===== src/inc/opaddr_defs.svh =====
// Purpose: numeric constants for operand fetch and address generation
// Assumes: included by bare name, guarded against double inclusion
// Notes:   lengths are counted in bytes including the opcode
`ifndef OPADDR_DEFS_SVH
`define OPADDR_DEFS_SVH
`define OA_INSTR_COUNT 62
`define OA_MODE_COUNT  8
`define OA_LEN_ONE     2'h1
`define OA_LEN_TWO     2'h2
`define OA_LEN_THREE   2'h3
`define OA_PAGE_ZERO   8'h00
`define OA_IX8_MAX     16'h01fe
`define OA_RST_WORD    16'h0000
`define OA_RST_BYTE    8'h00
`define OA_ONE_WORD    16'h0001
`define OA_TWO_WORD    16'h0002
`endif


===== src/inc/opaddr_pkg.sv =====
// Purpose: types shared by the operand addressing block
// Assumes: mode and group codes come from an outside opcode table
// Notes:   state codes are one-hot
package opaddr_pkg;
  typedef enum logic [2:0] {
    MODE_INH = 3'h0,
    MODE_IMM = 3'h1,
    MODE_DIR = 3'h2,
    MODE_EXT = 3'h3,
    MODE_IX0 = 3'h4,
    MODE_IX1 = 3'h5,
    MODE_IX2 = 3'h6,
    MODE_REL = 3'h7
  } mode_t;
  typedef enum logic [2:0] {
    GRP_REGMEM = 3'h0,
    GRP_RMW    = 3'h1,
    GRP_JUMP   = 3'h2,
    GRP_BIT    = 3'h3,
    GRP_CTRL   = 3'h4
  } group_t;
  typedef enum logic [3:0] {
    ST_IDLE = 4'h1,
    ST_OP1  = 4'h2,
    ST_OP2  = 4'h4,
    ST_CALC = 4'h8
  } state_t;
endpackage : opaddr_pkg


===== src/inc/ea_if.sv =====
// Purpose: carries one address sum between the sequencer and the adder
// Assumes: purely combinational path
// Notes:   sum is always 16 bits wide
`timescale 1ns/1ps
interface ea_if;
  logic [15:0] base;
  logic [15:0] offset;
  logic [15:0] sum;
  modport req  (output base, output offset, input sum);
  modport calc (input base, input offset, output sum);
endinterface : ea_if


===== src/rtl/ea_adder.sv =====
// Purpose: unsigned 16-bit effective address adder
// Assumes: operands already zero or sign extended by the caller
// Notes:   carry out of bit 15 is dropped so addresses wrap
`timescale 1ns/1ps
module ea_adder (
  ea_if.calc ea  // base, offset in; sum out
);
  logic [16:0] full_w;
  // wide sum, then cut to the address width
  assign full_w = {1'b0, ea.base} + {1'b0, ea.offset};
  assign ea.sum = full_w[15:0]; // RL14
endmodule : ea_adder


===== src/rtl/cpu_operand_addressing.sv =====
// Purpose: operand byte fetch and effective address forming for an 8-bit cpu
// Assumes: memory returns read data the cycle after the read strobe
// Notes:   mode, group and branch outcome are supplied by the opcode table
`timescale 1ns/1ps
`include "opaddr_defs.svh"
// Functional notes
// [RL1] instruction set: 62 instructions, eight modes
// [RL2] multiply: high byte to index, low accumulator
// [RL3] inherent: one byte, no operand address
// [RL4] immediate: two bytes, second is literal
// [RL5] direct: second byte low, high forced zero
// [RL6] extended: three bytes, high then low
// [RL7] indexed no offset: one byte, page zero
// [RL8] indexed 8-bit: index plus byte, two bytes
// [RL9] indexed 16-bit: index plus high-low offset
// [RL10] taken branch: pc plus signed offset
// [RL11] untaken branch: continue with next instruction
// [RL12] offset signed byte, from next instruction
// [RL13] classify into five instruction groups
// [RL14] address sums are 16-bit and wrap
module cpu_operand_addressing (
  input  wire logic                core_clk_in,     // system clock
  input  wire logic                rst_in,          // async reset, high
  input  wire logic                start_in,        // opcode present, level
  input  wire opaddr_pkg::mode_t   mode_in,         // addressing mode
  input  wire opaddr_pkg::group_t  group_in,        // instruction group
  input  wire logic                mul_in,          // opcode is multiply
  input  wire logic                take_in,         // branch condition true
  input  wire logic [15:0]         pc_in,           // opcode address
  input  wire logic [7:0]          acc_in,          // accumulator value
  input  wire logic [7:0]          idx_in,          // index register value
  input  wire logic [7:0]          mem_rdata_in,    // memory read data
  output logic                     busy_out,        // sequence in progress
  output logic                     mem_rd_out,      // memory read strobe
  output logic [15:0]              mem_addr_out,    // memory read address
  output logic                     done_out,        // results valid pulse
  output logic                     ea_valid_out,    // operand address formed
  output logic [15:0]              ea_out,          // effective address
  output logic                     literal_valid_out, // immediate value present
  output logic [7:0]               literal_out,     // immediate value
  output logic [15:0]              next_pc_out,     // next instruction address
  output logic [1:0]               len_out,         // instruction length
  output opaddr_pkg::group_t       group_out,       // instruction group
  output logic                     regs_wr_out,     // acc and idx update pulse
  output logic [7:0]               acc_out,         // new accumulator
  output logic [7:0]               idx_out          // new index register
);
  import opaddr_pkg::*;

  state_t      state_r;
  state_t      state_nxt;
  mode_t       mode_r;
  group_t      group_r;
  logic        mul_r;
  logic        take_r;
  logic [15:0] pc_r;
  logic [7:0]  acc_q_r;
  logic [7:0]  idx_q_r;
  logic [7:0]  b1_r;
  logic [7:0]  b2_r;
  logic        dvld_r;
  logic [15:0] rd_addr_nxt;
  logic        rd_nxt;

  ea_if ea ();

  // length of an instruction from its mode
  function automatic logic [1:0] len_of(input mode_t m);
    logic [1:0] l;
    l = `OA_LEN_TWO; // RL4 RL5 RL8
    if (m == MODE_INH || m == MODE_IX0) l = `OA_LEN_ONE; // RL3 RL7
    if (m == MODE_EXT || m == MODE_IX2) l = `OA_LEN_THREE; // RL6 RL9
    return l;
  endfunction : len_of

  // decode of the request and of the held mode
  wire         take_w    = start_in && (state_r == ST_IDLE);
  wire [1:0]   len_in_w  = len_of(mode_in); // RL1
  wire [1:0]   len_r_w   = len_of(mode_r);
  wire [15:0]  seq_pc_w  = 16'(pc_r + {14'h0000, len_r_w}); // RL11 RL12
  wire         ix_w      = (mode_r == MODE_IX0) || (mode_r == MODE_IX1) || (mode_r == MODE_IX2);
  wire         addr_md_w = ix_w || (mode_r == MODE_DIR) || (mode_r == MODE_EXT); // RL3 RL4
  wire [15:0]  mul_w     = {`OA_PAGE_ZERO, acc_q_r} * {`OA_PAGE_ZERO, idx_q_r}; // both widened, full product
  wire [15:0]  b1_zx_w   = {`OA_PAGE_ZERO, b1_r};
  wire [15:0]  b12_w     = {b1_r, b2_r};
  wire [15:0]  b1_sx_w   = {{8{b1_r[7]}}, b1_r};

  // adder operand selection
  assign ea.base   = (mode_r == MODE_REL) ? seq_pc_w :            // RL12
                     ix_w ? {`OA_PAGE_ZERO, idx_q_r} : `OA_RST_WORD; // RL7
  assign ea.offset = (mode_r == MODE_DIR) ? b1_zx_w :              // RL5
                     (mode_r == MODE_EXT) ? b12_w :                // RL6
                     (mode_r == MODE_IX1) ? b1_zx_w :              // RL8
                     (mode_r == MODE_IX2) ? b12_w :                // RL9
                     (mode_r == MODE_REL) ? b1_sx_w : `OA_RST_WORD; // RL10

  ea_adder u_add (
    .ea (ea.calc)
  );

  // sequencing and operand reads
  always_comb begin
    state_nxt   = state_r;
    rd_nxt      = 1'b0;
    rd_addr_nxt = mem_addr_out;
    case (state_r)
      ST_IDLE: begin
        if (take_w) begin
          if (len_in_w == `OA_LEN_ONE) begin
            state_nxt = ST_CALC; // RL3
          end else begin
            state_nxt   = ST_OP1;
            rd_nxt      = 1'b1;
            rd_addr_nxt = 16'(pc_in + `OA_ONE_WORD);
          end
        end
      end
      ST_OP1: begin
        if (dvld_r) begin
          if (len_r_w == `OA_LEN_THREE) begin
            state_nxt   = ST_OP2; // RL6 RL9
            rd_nxt      = 1'b1;
            rd_addr_nxt = 16'(pc_r + `OA_TWO_WORD);
          end else begin
            state_nxt = ST_CALC;
          end
        end
      end
      ST_OP2: begin
        if (dvld_r) state_nxt = ST_CALC;
      end
      ST_CALC: state_nxt = ST_IDLE;
      default: state_nxt = ST_IDLE;
    endcase
  end

  // state, strobe and memory address
  always_ff @(posedge core_clk_in or posedge rst_in) begin
    if (rst_in) begin
      state_r      <= ST_IDLE;
      mem_rd_out   <= 1'b0;
      mem_addr_out <= `OA_RST_WORD;
      dvld_r       <= 1'b0;
      busy_out     <= 1'b0;
    end else begin
      state_r      <= state_nxt;
      mem_rd_out   <= rd_nxt;
      mem_addr_out <= rd_addr_nxt;
      dvld_r       <= mem_rd_out;
      busy_out     <= (state_nxt != ST_IDLE);
    end
  end

  // request capture
  always_ff @(posedge core_clk_in or posedge rst_in) begin
    if (rst_in) begin
      mode_r  <= MODE_INH;
      group_r <= GRP_REGMEM;
      mul_r   <= 1'b0;
      take_r  <= 1'b0;
      pc_r    <= `OA_RST_WORD;
      acc_q_r <= `OA_RST_BYTE;
      idx_q_r <= `OA_RST_BYTE;
    end else if (take_w) begin
      mode_r  <= mode_in;
      group_r <= group_in; // RL13
      mul_r   <= mul_in && (mode_in == MODE_INH);
      take_r  <= take_in && (mode_in == MODE_REL); // RL10
      pc_r    <= pc_in;
      acc_q_r <= acc_in;
      idx_q_r <= idx_in;
    end
  end

  // operand bytes, first then second
  always_ff @(posedge core_clk_in or posedge rst_in) begin
    if (rst_in) begin
      b1_r <= `OA_RST_BYTE;
      b2_r <= `OA_RST_BYTE;
    end else begin
      if (state_r == ST_OP1 && dvld_r) b1_r <= mem_rdata_in;
      if (state_r == ST_OP2 && dvld_r) b2_r <= mem_rdata_in;
    end
  end

  // result registers, loaded in the final step
  always_ff @(posedge core_clk_in or posedge rst_in) begin
    if (rst_in) begin
      done_out          <= 1'b0;
      ea_valid_out      <= 1'b0;
      ea_out            <= `OA_RST_WORD;
      literal_valid_out <= 1'b0;
      literal_out       <= `OA_RST_BYTE;
      next_pc_out       <= `OA_RST_WORD;
      len_out           <= `OA_LEN_ONE;
      group_out         <= GRP_REGMEM;
      regs_wr_out       <= 1'b0;
      acc_out           <= `OA_RST_BYTE;
      idx_out           <= `OA_RST_BYTE;
    end else begin
      done_out          <= (state_r == ST_CALC);
      ea_valid_out      <= (state_r == ST_CALC) && addr_md_w;
      literal_valid_out <= (state_r == ST_CALC) && (mode_r == MODE_IMM); // RL4
      regs_wr_out       <= (state_r == ST_CALC) && mul_r;
      if (state_r == ST_CALC) begin
        ea_out      <= addr_md_w ? ea.sum : `OA_RST_WORD;
        literal_out <= b1_r; // RL4
        next_pc_out <= take_r ? ea.sum : seq_pc_w; // RL10 RL11
        len_out     <= len_r_w;
        group_out   <= group_r; // RL13
        if (mul_r) begin
          idx_out <= mul_w[15:8]; // RL2
          acc_out <= mul_w[7:0]; // RL2
        end
      end
    end
  end

  wire [15:0] chk_ix0_w = {`OA_PAGE_ZERO, idx_q_r};
  wire [15:0] chk_ix1_w = {`OA_PAGE_ZERO, idx_q_r} + b1_zx_w;
  wire [15:0] chk_ix2_w = 16'({`OA_PAGE_ZERO, idx_q_r} + b12_w);
  wire [15:0] chk_rel_w = 16'(pc_r + `OA_TWO_WORD + b1_sx_w);
  wire [15:0] chk_seq_w = 16'(pc_r + `OA_TWO_WORD);
endmodule : cpu_operand_addressing


===== config.mk =====
export PLATFORM = sky130hd
export DESIGN_NAME = cpu_operand_addressing
export DESIGN_NICKNAME = d
export VERILOG_FILES = /design/src/inc/opaddr_pkg.sv /design/src/inc/ea_if.sv /design/src/rtl/ea_adder.sv /design/src/rtl/cpu_operand_addressing.sv
export VERILOG_INCLUDE_DIRS = /design/src /design/src/inc
export SDC_FILE = /design/constraint.sdc
export NUM_CORES = 1
export LEC_CHECK = 0
export BUFFER_PORTS_ARGS = -buffer_cell sky130_fd_sc_hd__buf_2
export CORE_MARGIN = 8
export CORE_UTILIZATION = 35
export CTS_CLUSTER_SIZE = 28
export DETAILED_ROUTE_END_ITERATION = 8
export PLACE_DENSITY = 0.64
export RECOVER_POWER = 50
export SLEW_MARGIN = 5
export SYNTH_ARGS = -nofsm -noshare
export SYNTH_HDL_FRONTEND = slang
export SYNTH_HIERARCHICAL = 1
export SYNTH_SLANG_ARGS = --single-unit

===== constraint.sdc =====
create_clock -name core_clk_in -period 6.3 [get_ports core_clk_in]
set_clock_uncertainty 0.1 [all_clocks]
set_input_delay 1.26 -clock core_clk_in [delete_from_list [all_inputs] [get_ports core_clk_in]]
set_output_delay 1.26 -clock core_clk_in [all_outputs]
set_load 0.03 [all_outputs]

==> impl_results.md, run 1 <==
* Routed via count at 7760
* # nets final at ~1300
* CP Capture Type: register
* Initial antenna violation count at 1
* TritonCTS Buffers at 17
* Largest net degree at the start of global routing at 64
* Global-route wire length before repair at 43000 µm
* Max Root-Sink Buffers at 2
* Number of setup violations in the final report at 0
* Minimum clock period at 4.85 ns
* Core Area at 28400 µm²
* WHS Path Cells at 0
* Post-cts sizing count at 0
* CTS HTree Levels at 4
* Rows at 62
* Netlist cell types at 72
* Share of cells above drive strength 1 at 21.5%
* Total wire length at 26500 µm
* Min-delay worst type: register to register
* Seq cells post-synth at ~140
* Status: complete, but fails checks
* Synthesized area per cell at around 9.7 µm²
* Gr usage total at 15.9%
* Die ar. at around 34000 µm²
* Final GP Congestion at 0.883
* Syn nets at about 1200
* Max transition margin at -44.8%
* Largest family of logic cells by synthesized area: simple AND/OR/NAND/NOR gates
* Sink Count at between 100 and 150
* Worst-path fanout max at 34
* Final design utilization at 40.4%
* Post-synth EDFFs at 0
* RSZ-0062 raised after global routing: false
* WS Path Type: register to register
* Fin. Hold Viols at 0
* DRT Pass-1 Iters at 5
* Initial DRC count at 483
* Vias in the first global route at 7864
* IO Count at between 100 and 150
* DR WL/cell at between 15 and 20 µm
* Fmax achieved at 0.206 GHz
* Layout area overhead at 14.8%
* DRC viols at 0
* Simple logic cell fraction of the synthesized area at 18.2%
* FF-to-FF path depth at 18
* CP required at between 6 and 7 ns
* Dpl cell area at roughly 11000 µm²
* CTS root buffer: clkbuf_16
* Worst slew pin tran at 2.17 ns
* Post-synthesis mux area share at 7.93%
* Routed vias/inst at 5.06
* Max Slew Vio Count at roughly 150
* Crit path launch type: register
* Seq/Total Area, Yosys at 36.1%
* XOR/XNOR Fraction of Synth Area at between 5 and 6%
* Die Y at 185 µm
* Post-DP HPWL at 20200 µm
* GRT Residual Overflow at 0
* Warnings from Yosys at 6
* Initial Utilization at 35.2%
* Post-Synthesis Cells at 1033
* PortBufs at around 130
* Routed Antenna Nets at 0
* Clock Latency Late Sink at approximately 0.43 ns
* Clock Pin Slew Worst Setup and Hold Paths at 0.07 ns
* Fin Hold WS at 0.283 ns
* Post-CTS Hold Fix Bufs at 0
* Max-cap violations at 3
* Post-route cell area at around 11000 µm²
* Mapped Area at 9980 µm²
* Failing checks: capacitance limit, slew limit
* Critical path arrival at 5.06 ns
* CTS tree: yes
* Post-synthesis compound-gate area fraction at 13.2%
* Post-Synth Adder-Cell Area at between 10% and 20%
* Post-synth top flop: dfrtp_1
* Setup_tns at 0 ns
* Post-route clock period utilization at 77.0%
* Die width at around 180 µm
* Asr flop ratio synth at 100%
* Post-CTS setup buffers at 0
[cell usage after synthesis, types with 9 or more instances]
cell type  instances  area (µm²)
nor2_1            43         161
a21o_1            14         105
xnor2_1           31         272
o21ai_2            9        78.8
mux2_2            57         642
a22o_1            18         158
nand3_1           31         155
nor3_1            17        85.1
dfrtp_1          142        3550
xor2_1            26         228
ha_1              55         688
o21ai_0           32         160
nand2_1          142         533
clkbuf_1          24        90.1
fa_1              38         761
mux2i_1           15         150
and2_1            56         350
a21oi_1           45         225
buf_2             23         115
nand4_1           16         100
a31oi_1           12        75.1
inv_1             57         214
[final timing paths]
check | startpoint | end | slack, ns
worst min-delay path | mem_rd_out | dvld_r | 0.28
max in group asynchronous | rst_in | next_pc_out[7] | 2.17
worst max-delay path | mode_r[2] | next_pc_out[10] | 1.45
worst min register to register | mem_rd_out | dvld_r | 0.28
worst max register to register | mode_r[2] | next_pc_out[10] | 1.45
min in group asynchronous | rst_in | group_r[0] | 1.21
[state kept, by name, summed over array words and instances (netlist names), 16 cells and up]
| name | count |
|---|---|
| ea_out | 16 |
| mem_addr_out | 16 |
| next_pc_out | 16 |
| pc_r | 16 |
[critical path, stage by stage (launching register included)]
cell and delay [ns]:
dfrtp_1 0.96, xor2_1 0.24, nand2_1 0.23, nand2_1 0.08, ha_1 0.22, fa_1 0.41
nand3_1 0.21, xor2_1 0.26, nand2_1 0.08, o211a_1 0.15, ha_1 0.39, a211o_1 0.29
a31oi_1 0.24, o21ba_2 0.23, o21ai_1 0.07, xor2_1 0.16, nand2_1 0.08, o21ai_0 0.06
mux2_2 0.26
[stage by stage]
step | setup WS (ns) | std cells
after CTS | 1.51 | 1532
after global routing | 0.995 | 1532
after detailed placement | 1.53 | 1500
final | 1.45 | 1533
after global placement | 1.60 | 1500
after floorplan | 1.08 | 1033
[cell families (layout without fill, tap and decap cells)]
logic type	after synthesis	after routing
other cells	0	1
mux	72	72
buf+inv	116	231
fa+ha+maj	93	93
xor+xnor	57	57
compound gates	193	193
flops	144	144
simple gates	358	358
[layout make-up]
class	instances	area (µm²)
diodes	1	2.50
clock buffers	17	425
flip-flops and latches	144	3610
inverters	62	239
clock inverters	15	159
fillers	2858	16900
multi-input cells	773	5880
repair buffers	137	671
well taps	384	480
[routing by layer]
metal	vias up	global-route usage, %	part of all wire, %
met2	168	25.9	47
met4	2	4.03	1.3
met1	3765	20.9	47
met5	-	0	0.049
li1	3799	-	-
met3	26	3.73	4.8
[layout by cell type (no fill, tap or decap), types with 5 or more instances in the layout]
master / n
a21boi_0: 8
a21o_1: 14
a21oi_1: 45
a22o_1: 18
a31oi_1: 12
and2_1: 56
and4_1: 6
buf_2: 118
clkbuf_1: 16
clkbuf_16: 17
dfrtp_1: 142
fa_1: 38
ha_1: 55
inv_1: 57
inv_6: 9
mux2_2: 57
mux2i_1: 15
nand2_1: 142
nand2b_1: 8
nand3_1: 31
nand3b_1: 5
nand4_1: 16
nor2_1: 43
nor2b_1: 5
nor3_1: 17
nor4_1: 6
o211a_1: 7
o211ai_1: 6
o21ai_0: 32
o21ai_1: 7
o21ai_2: 9
o22ai_1: 7
xnor2_1: 31
xor2_1: 26
Power of run 1 is left out: the tool's default activity adds up to more than one toggle a clock period on the data nets, which glitch-free logic cannot reach.
==> inputs of run 2 (changes only) <==
- PLACE_DENSITY: 0.64 -> 0.66
- clock period: 6.3 -> 4.4 ns (I/O delays scaled with it)
==> impl_results.md, run 2 (synthesis results as in run 1) <==
* Max-cap violations at 3 (unchanged)
* Beginning of the critical path: acc_q_r[5]
* CP Capture Type: register
* Ant diodes at 0 (-1)
* Post-CTS Hold Fix Bufs at 0 (unchanged)
* Post-DP HPWL at 20600 µm (+2.3%)
* DRC viols at 0 (unchanged)
* Routed via count at 7871 (+1.4%)
* Vias in the first global route at 8072 (+2.6%)
* PortBufs at 133 (unchanged)
* Number of setup violations in the final report at 0 (unchanged)
* Final GP Congestion at 0.883 (about the same)
* DR WL/cell at 17.5 µm (+1.4%)
* Crit path launch type: register
* IO Count at 134 (unchanged)
* Failing checks: capacitance limit, slew limit
* Largest net degree at the start of global routing at 145 (+130%)
* Minimum clock period at 4.22 ns (-0.628 ns)
* Initial DRC count at 532 (+10%)
* Share of cells above drive strength 1 at 23.2% (+1.7 points)
* Clock Pin Slew Worst Setup and Hold Paths at 0.07 ns (about the same)
* Setup_tns at 0 ns (unchanged)
* Max Slew Vio Count at 236 (+58%)
* Die Y at 185 µm (unchanged)
* Status: complete, but fails checks
* Most frequent cells in the layout: nand2_1, dfrtp_1, buf_2, mux2_2
* Worst-path fanout max at 8 (-76%)
* Most common cell after layout, fill and taps aside: nand2_1
* CTS tree: yes
* Die ar. at 34200 µm² (unchanged)
* Core Area at 28400 µm² (unchanged)
* FF-to-FF Start: acc_q_r[5]
* Min-delay worst type: register to register
* Sink Count at 144 (unchanged)
* Initial Utilization at 35.2% (unchanged)
* Post-route clock period utilization at 95.9% (+19 points)
* Routed Antenna Nets at 0 (unchanged)
* Gr usage total at 16.2% (+0.27 points)
* CP Capture Point: idx_out[6]
* RR Endpoint: idx_out[6]
* Max Root-Sink Buffers at 2 (unchanged)
* GRT Residual Overflow at 0 (unchanged)
* CTS HTree Levels at 4 (unchanged)
* Die width at 185 µm (unchanged)
* FF-to-FF path depth at 12 (-6)
* Initial antenna violation count at 1 (unchanged)
* Critical path arrival at 4.46 ns (-0.60 ns)
* Fin. Hold Viols at 0 (unchanged)
* RSZ-0062 raised after global routing: false
* Global-route wire length before repair at 43700 µm (+1.5%)
* Reg2reg setup slack at 0.18 ns (-1.27 ns)
* Routed vias/inst at 5.07 (+0.19%)
* CP required at 4.64 ns (-1.87 ns)
* Fillers at 2862 (+0.14%)
* Max transition margin at -67.2% (-22 points)
* Worst slew pin tran at 2.51 ns (+0.337 ns)
* Fmax achieved at 0.237 GHz (+15%)
* Rows at 62 (unchanged)
* Clock Latency Late Sink at 0.43 ns (about the same)
* Total wire length at 27200 µm (+2.7%)
* TritonCTS Buffers at 17 (unchanged)
* WS Path Type: register to register
* CTS root buffer: clkbuf_16
* # nets final at 1299 (+1.6%)
* DRT Pass-1 Iters at 4 (-1)
* Layout area overhead at 16.9%
[run 2: changes by cell type in the layout (fill, tap and decap cells not counted), sizes merged]
cell | before | now
clkbuf | 34 | 46
buf | 120 | 131
inv | 70 | 60
clkinvlp | 2 | 6
bufinv | 1 | 3
clkinv | 4 | 5
diode | 1 | 0
[run 2: layout make-up]
type | instances | area (µm²) | share of cell area, %
flip-flops and latches | 144 | 3620 | 31.0
clock buffers | 20 | 437 | 3.74
clock inverters | 12 | 163 | 1.39
multi-input cells | 773 | 5920 | 50.8
repair buffers | 157 | 807 | 6.92
inverters | 62 | 241 | 2.07
well taps | 384 | 480 | 4.12
[run 2: worst max-delay path: stages, from the launching register on]
cell and delay [ns]:
dfrtp_2 0.47, and2_1 0.20, fa_1 0.54, inv_1 0.05, fa_1 0.46, fa_1 0.55
inv_1 0.06, fa_1 0.54, ha_2 0.31, a21o_1 0.24, a31o_2 0.25, o21a_1 0.17
o31ai_1 0.21
[run 2: through the flow]
step | setup WS (ns) | utilization, % | instances | hold WS, ns | instance area, µm²
after CTS | 0.0253 | 41.0 | 1548 | 0.276 | 11600
after detailed placement | 0.0522 | 38.9 | 1516 | 0.259 | 11000
final | 0.179 | 41.1 | 1552 | 0.274 | 11700
after global placement | 0.0717 | 38.9 | 1516 | 0.254 | 11000
after floorplan | 0.182 | - | 1033 | 0.333 | 9990
after global routing | 0.0109 | 41.1 | 1552 | 0.294 | 11700
[run 2: worst min path at each step]
stage          cells after the start       start      endpoint
2_1_floorplan                      2  group_r[0]  group_out[0]
3_3_place_gp                       0  mem_rd_out        dvld_r
3_5_place_dp                       0  mem_rd_out        dvld_r
4_1_cts                            0  mem_rd_out        dvld_r
5_1_grt                            0  mem_rd_out        dvld_r
6_report                           0  mem_rd_out        dvld_r
[run 2: metal layers]
| metal | global-route usage [%] | share of wire [%] | vias up |
|---|---|---|---|
| met1 | 21.2 | 46 | 3842 |
| met4 | 4.29 | 1.2 | 2 |
| met3 | 3.12 | 4.5 | 27 |
| li1 | - | - | 3821 |
| met5 | 0 | 0.037 | - |
| met2 | 26.9 | 48 | 179 |
[run 2: what timing repair did]
item / CTS / global route
resized for setup: 0 / 16
setup endpoints to repair: 0 / 13
setup buffers: 0 / 4
Power of run 2 is left out for the same reason.
==> inputs of run 3 (changes only) <==
- PLACE_DENSITY: 0.66 -> 0.64
- clock period: 4.4 -> 5 ns (I/O delays scaled with it)
==> impl_results.md, run 3 (synthesis results as in run 1) <==
* Status: complete, but fails checks
* Failing checks: capacitance limit, slew limit
* Initial Utilization at 35.2% (unchanged)
* Max transition margin at -112% (-45 points)
* # nets final at 1281 (-1.4%)
* Layout area overhead at 14.8%
* Post-route clock period utilization at 90.9% (-5.1 points)
* Total wire length at 27100 µm (-0.13%)
* Global-route wire length before repair at 43900 µm (+0.65%)
* Sink Count at 144 (unchanged)
* IO Count at 134 (unchanged)
* DRC viols at 0 (unchanged)
* Reg2reg setup slack at 0.46 ns (+0.28 ns)
* Max Slew Vio Count at 82 (-65%)
* Rows at 62 (unchanged)
* Post-CTS setup buffers at 0 (unchanged)
* GRT Residual Overflow at 0 (unchanged)
* WS Path Type: register to register
* Largest net degree at the start of global routing at 82 (-43%)
* Gr usage total at 16.4% (+0.22 points)
* Post-route cell area at 11500 µm² (-1.8%)
* Critical path arrival at 4.81 ns (+0.35 ns)
* Minimum clock period at 4.54 ns (+0.322 ns)
* Clock Latency Late Sink at 0.43 ns (about the same)
* Routed vias/inst at 5.16 (+1.8%)
* PortBufs at 133 (unchanged)
* Routed Antenna Nets at 0 (unchanged)
* CP required at 5.26 ns (+0.62 ns)
* Worst-path fanout max at 18 (+10)
* Post-DP HPWL at 20700 µm (+0.35%)
* RR Endpoint: next_pc_out[12]
* Clock Pin Slew Worst Setup and Hold Paths at 0.06 ns (about the same)
* Ant diodes at 0 (unchanged)
* DRT Pass-1 Iters at 5 (+1)
* Number of setup violations in the final report at 0 (unchanged)
* CTS tree: yes
* Die Y at 185 µm (unchanged)
* TritonCTS Buffers at 17 (unchanged)
* Final GP Congestion at 0.901 (+2.0%)
* CTS HTree Levels at 4 (unchanged)
* Dpl cell area at 10900 µm² (-1.1%)
* WHS Path Cells at 0 (unchanged)
* Die ar. at 34200 µm² (unchanged)
* Max-cap violations at 1 (-2)
* Initial antenna violation count at 0 (-1)
* Routed via count at 7918 (+0.60%)
* FF-to-FF Start: mode_r[0]
* Initial DRC count at 516 (-3.0%)
* Worst slew pin tran at 3.17 ns (+0.666 ns)
* FF-to-FF path depth at 18 (+6)
* Min-delay worst type: register to register
* Fmax achieved at 0.220 GHz (-7.1%)
* Setup_tns at 0 ns (unchanged)
* Max Root-Sink Buffers at 2 (unchanged)
* DR WL/cell at 17.7 µm (+1.0%)
* RSZ-0062 raised after global routing: false
* Vias in the first global route at 8058 (-0.17%)
* Worst Hold End: dvld_r
* CTS root buffer: clkbuf_16
* Post-cts sizing count at 0 (unchanged)
* Fin. Hold Viols at 0 (unchanged)
* Post-CTS Hold Fix Bufs at 0 (unchanged)
* Most frequent cells in the layout: nand2_1, dfrtp_1, buf_2, mux2_2, inv_1
* Hold path startpoint: mem_rd_out
* Core Area at 28400 µm² (unchanged)
* CP Capture Type: register
* Share of cells above drive strength 1 at 20.4% (-2.8 points)
* Crit path launch type: register
* Die width at 185 µm (unchanged)
## run 3: cell count changes in the layout (fill, tap and decap cells not counted), sizes merged
cell,change
buf,-22
bufinv,-1
clkbuf,+5
clkinv,+1
clkinvlp,-3
inv,+2
## run 3: per-layer routing
layer | track usage [%] | part of all wire [%] | vias up
met5 | 0 | 0 | -
met4 | 4.67 | 1.9 | 0
met3 | 4.04 | 5.6 | 39
met2 | 26.6 | 47 | 218
met1 | 21.4 | 45 | 3859
li1 | - | - | 3802
## run 3: worst max-delay path by stage
| stage | start | end | slack [ns] |
|---|---|---|---|
| after CTS | idx_q_r[6] | idx_out[5] | 0.49 |
| after detailed placement | idx_q_r[6] | idx_out[5] | 0.52 |
| final | mode_r[0] | next_pc_out[12] | 0.46 |
| after floorplan | rst_in | acc_out[0] | 0.04 |
| after global routing | mode_r[0] | next_pc_out[12] | 0.13 |
| after global placement | idx_q_r[6] | idx_out[5] | 0.60 |
## run 3: final cells by class
type / count / area, µm²
Multi-Input combinational cell: 773 / 5880
Clock buffer: 21 / 460
Timing Repair Buffer: 139 / 671
Clock inverter: 11 / 128
Inverter: 62 / 238
Fill cell: 2888 / 16900
Sequential cell: 144 / 3610
Tap cell: 384 / 480
## run 3: through the flow
step	setup slack, ns	utilization [%]	hold WS [ns]	instances
after global placement	0.597	38.4	0.255	1502
final	0.457	40.4	0.279	1534
after CTS	0.492	40.5	0.282	1534
after global routing	0.134	40.4	0.296	1534
after detailed placement	0.525	38.4	0.265	1502
after floorplan	0.0370	-	0.333	1033
## run 3: worst max-delay path, stage by stage (launching register included)
cell     delay (ns)
dfrtp_1        0.64
xor2_1         0.19
nand2_1        0.19
nand2_1        0.08
ha_1           0.20
fa_1           0.41
nand3_1        0.20
xor2_1         0.31
nand2_1        0.09
o211a_1        0.16
ha_1           0.38
a211o_1        0.30
a31oi_1        0.24
o21ba_2        0.23
o21ai_1        0.09
xor2_1         0.22
o21ai_0        0.10
a21oi_1        0.23
a21o_1         0.11
Power of run 3 is left out for the same reason.
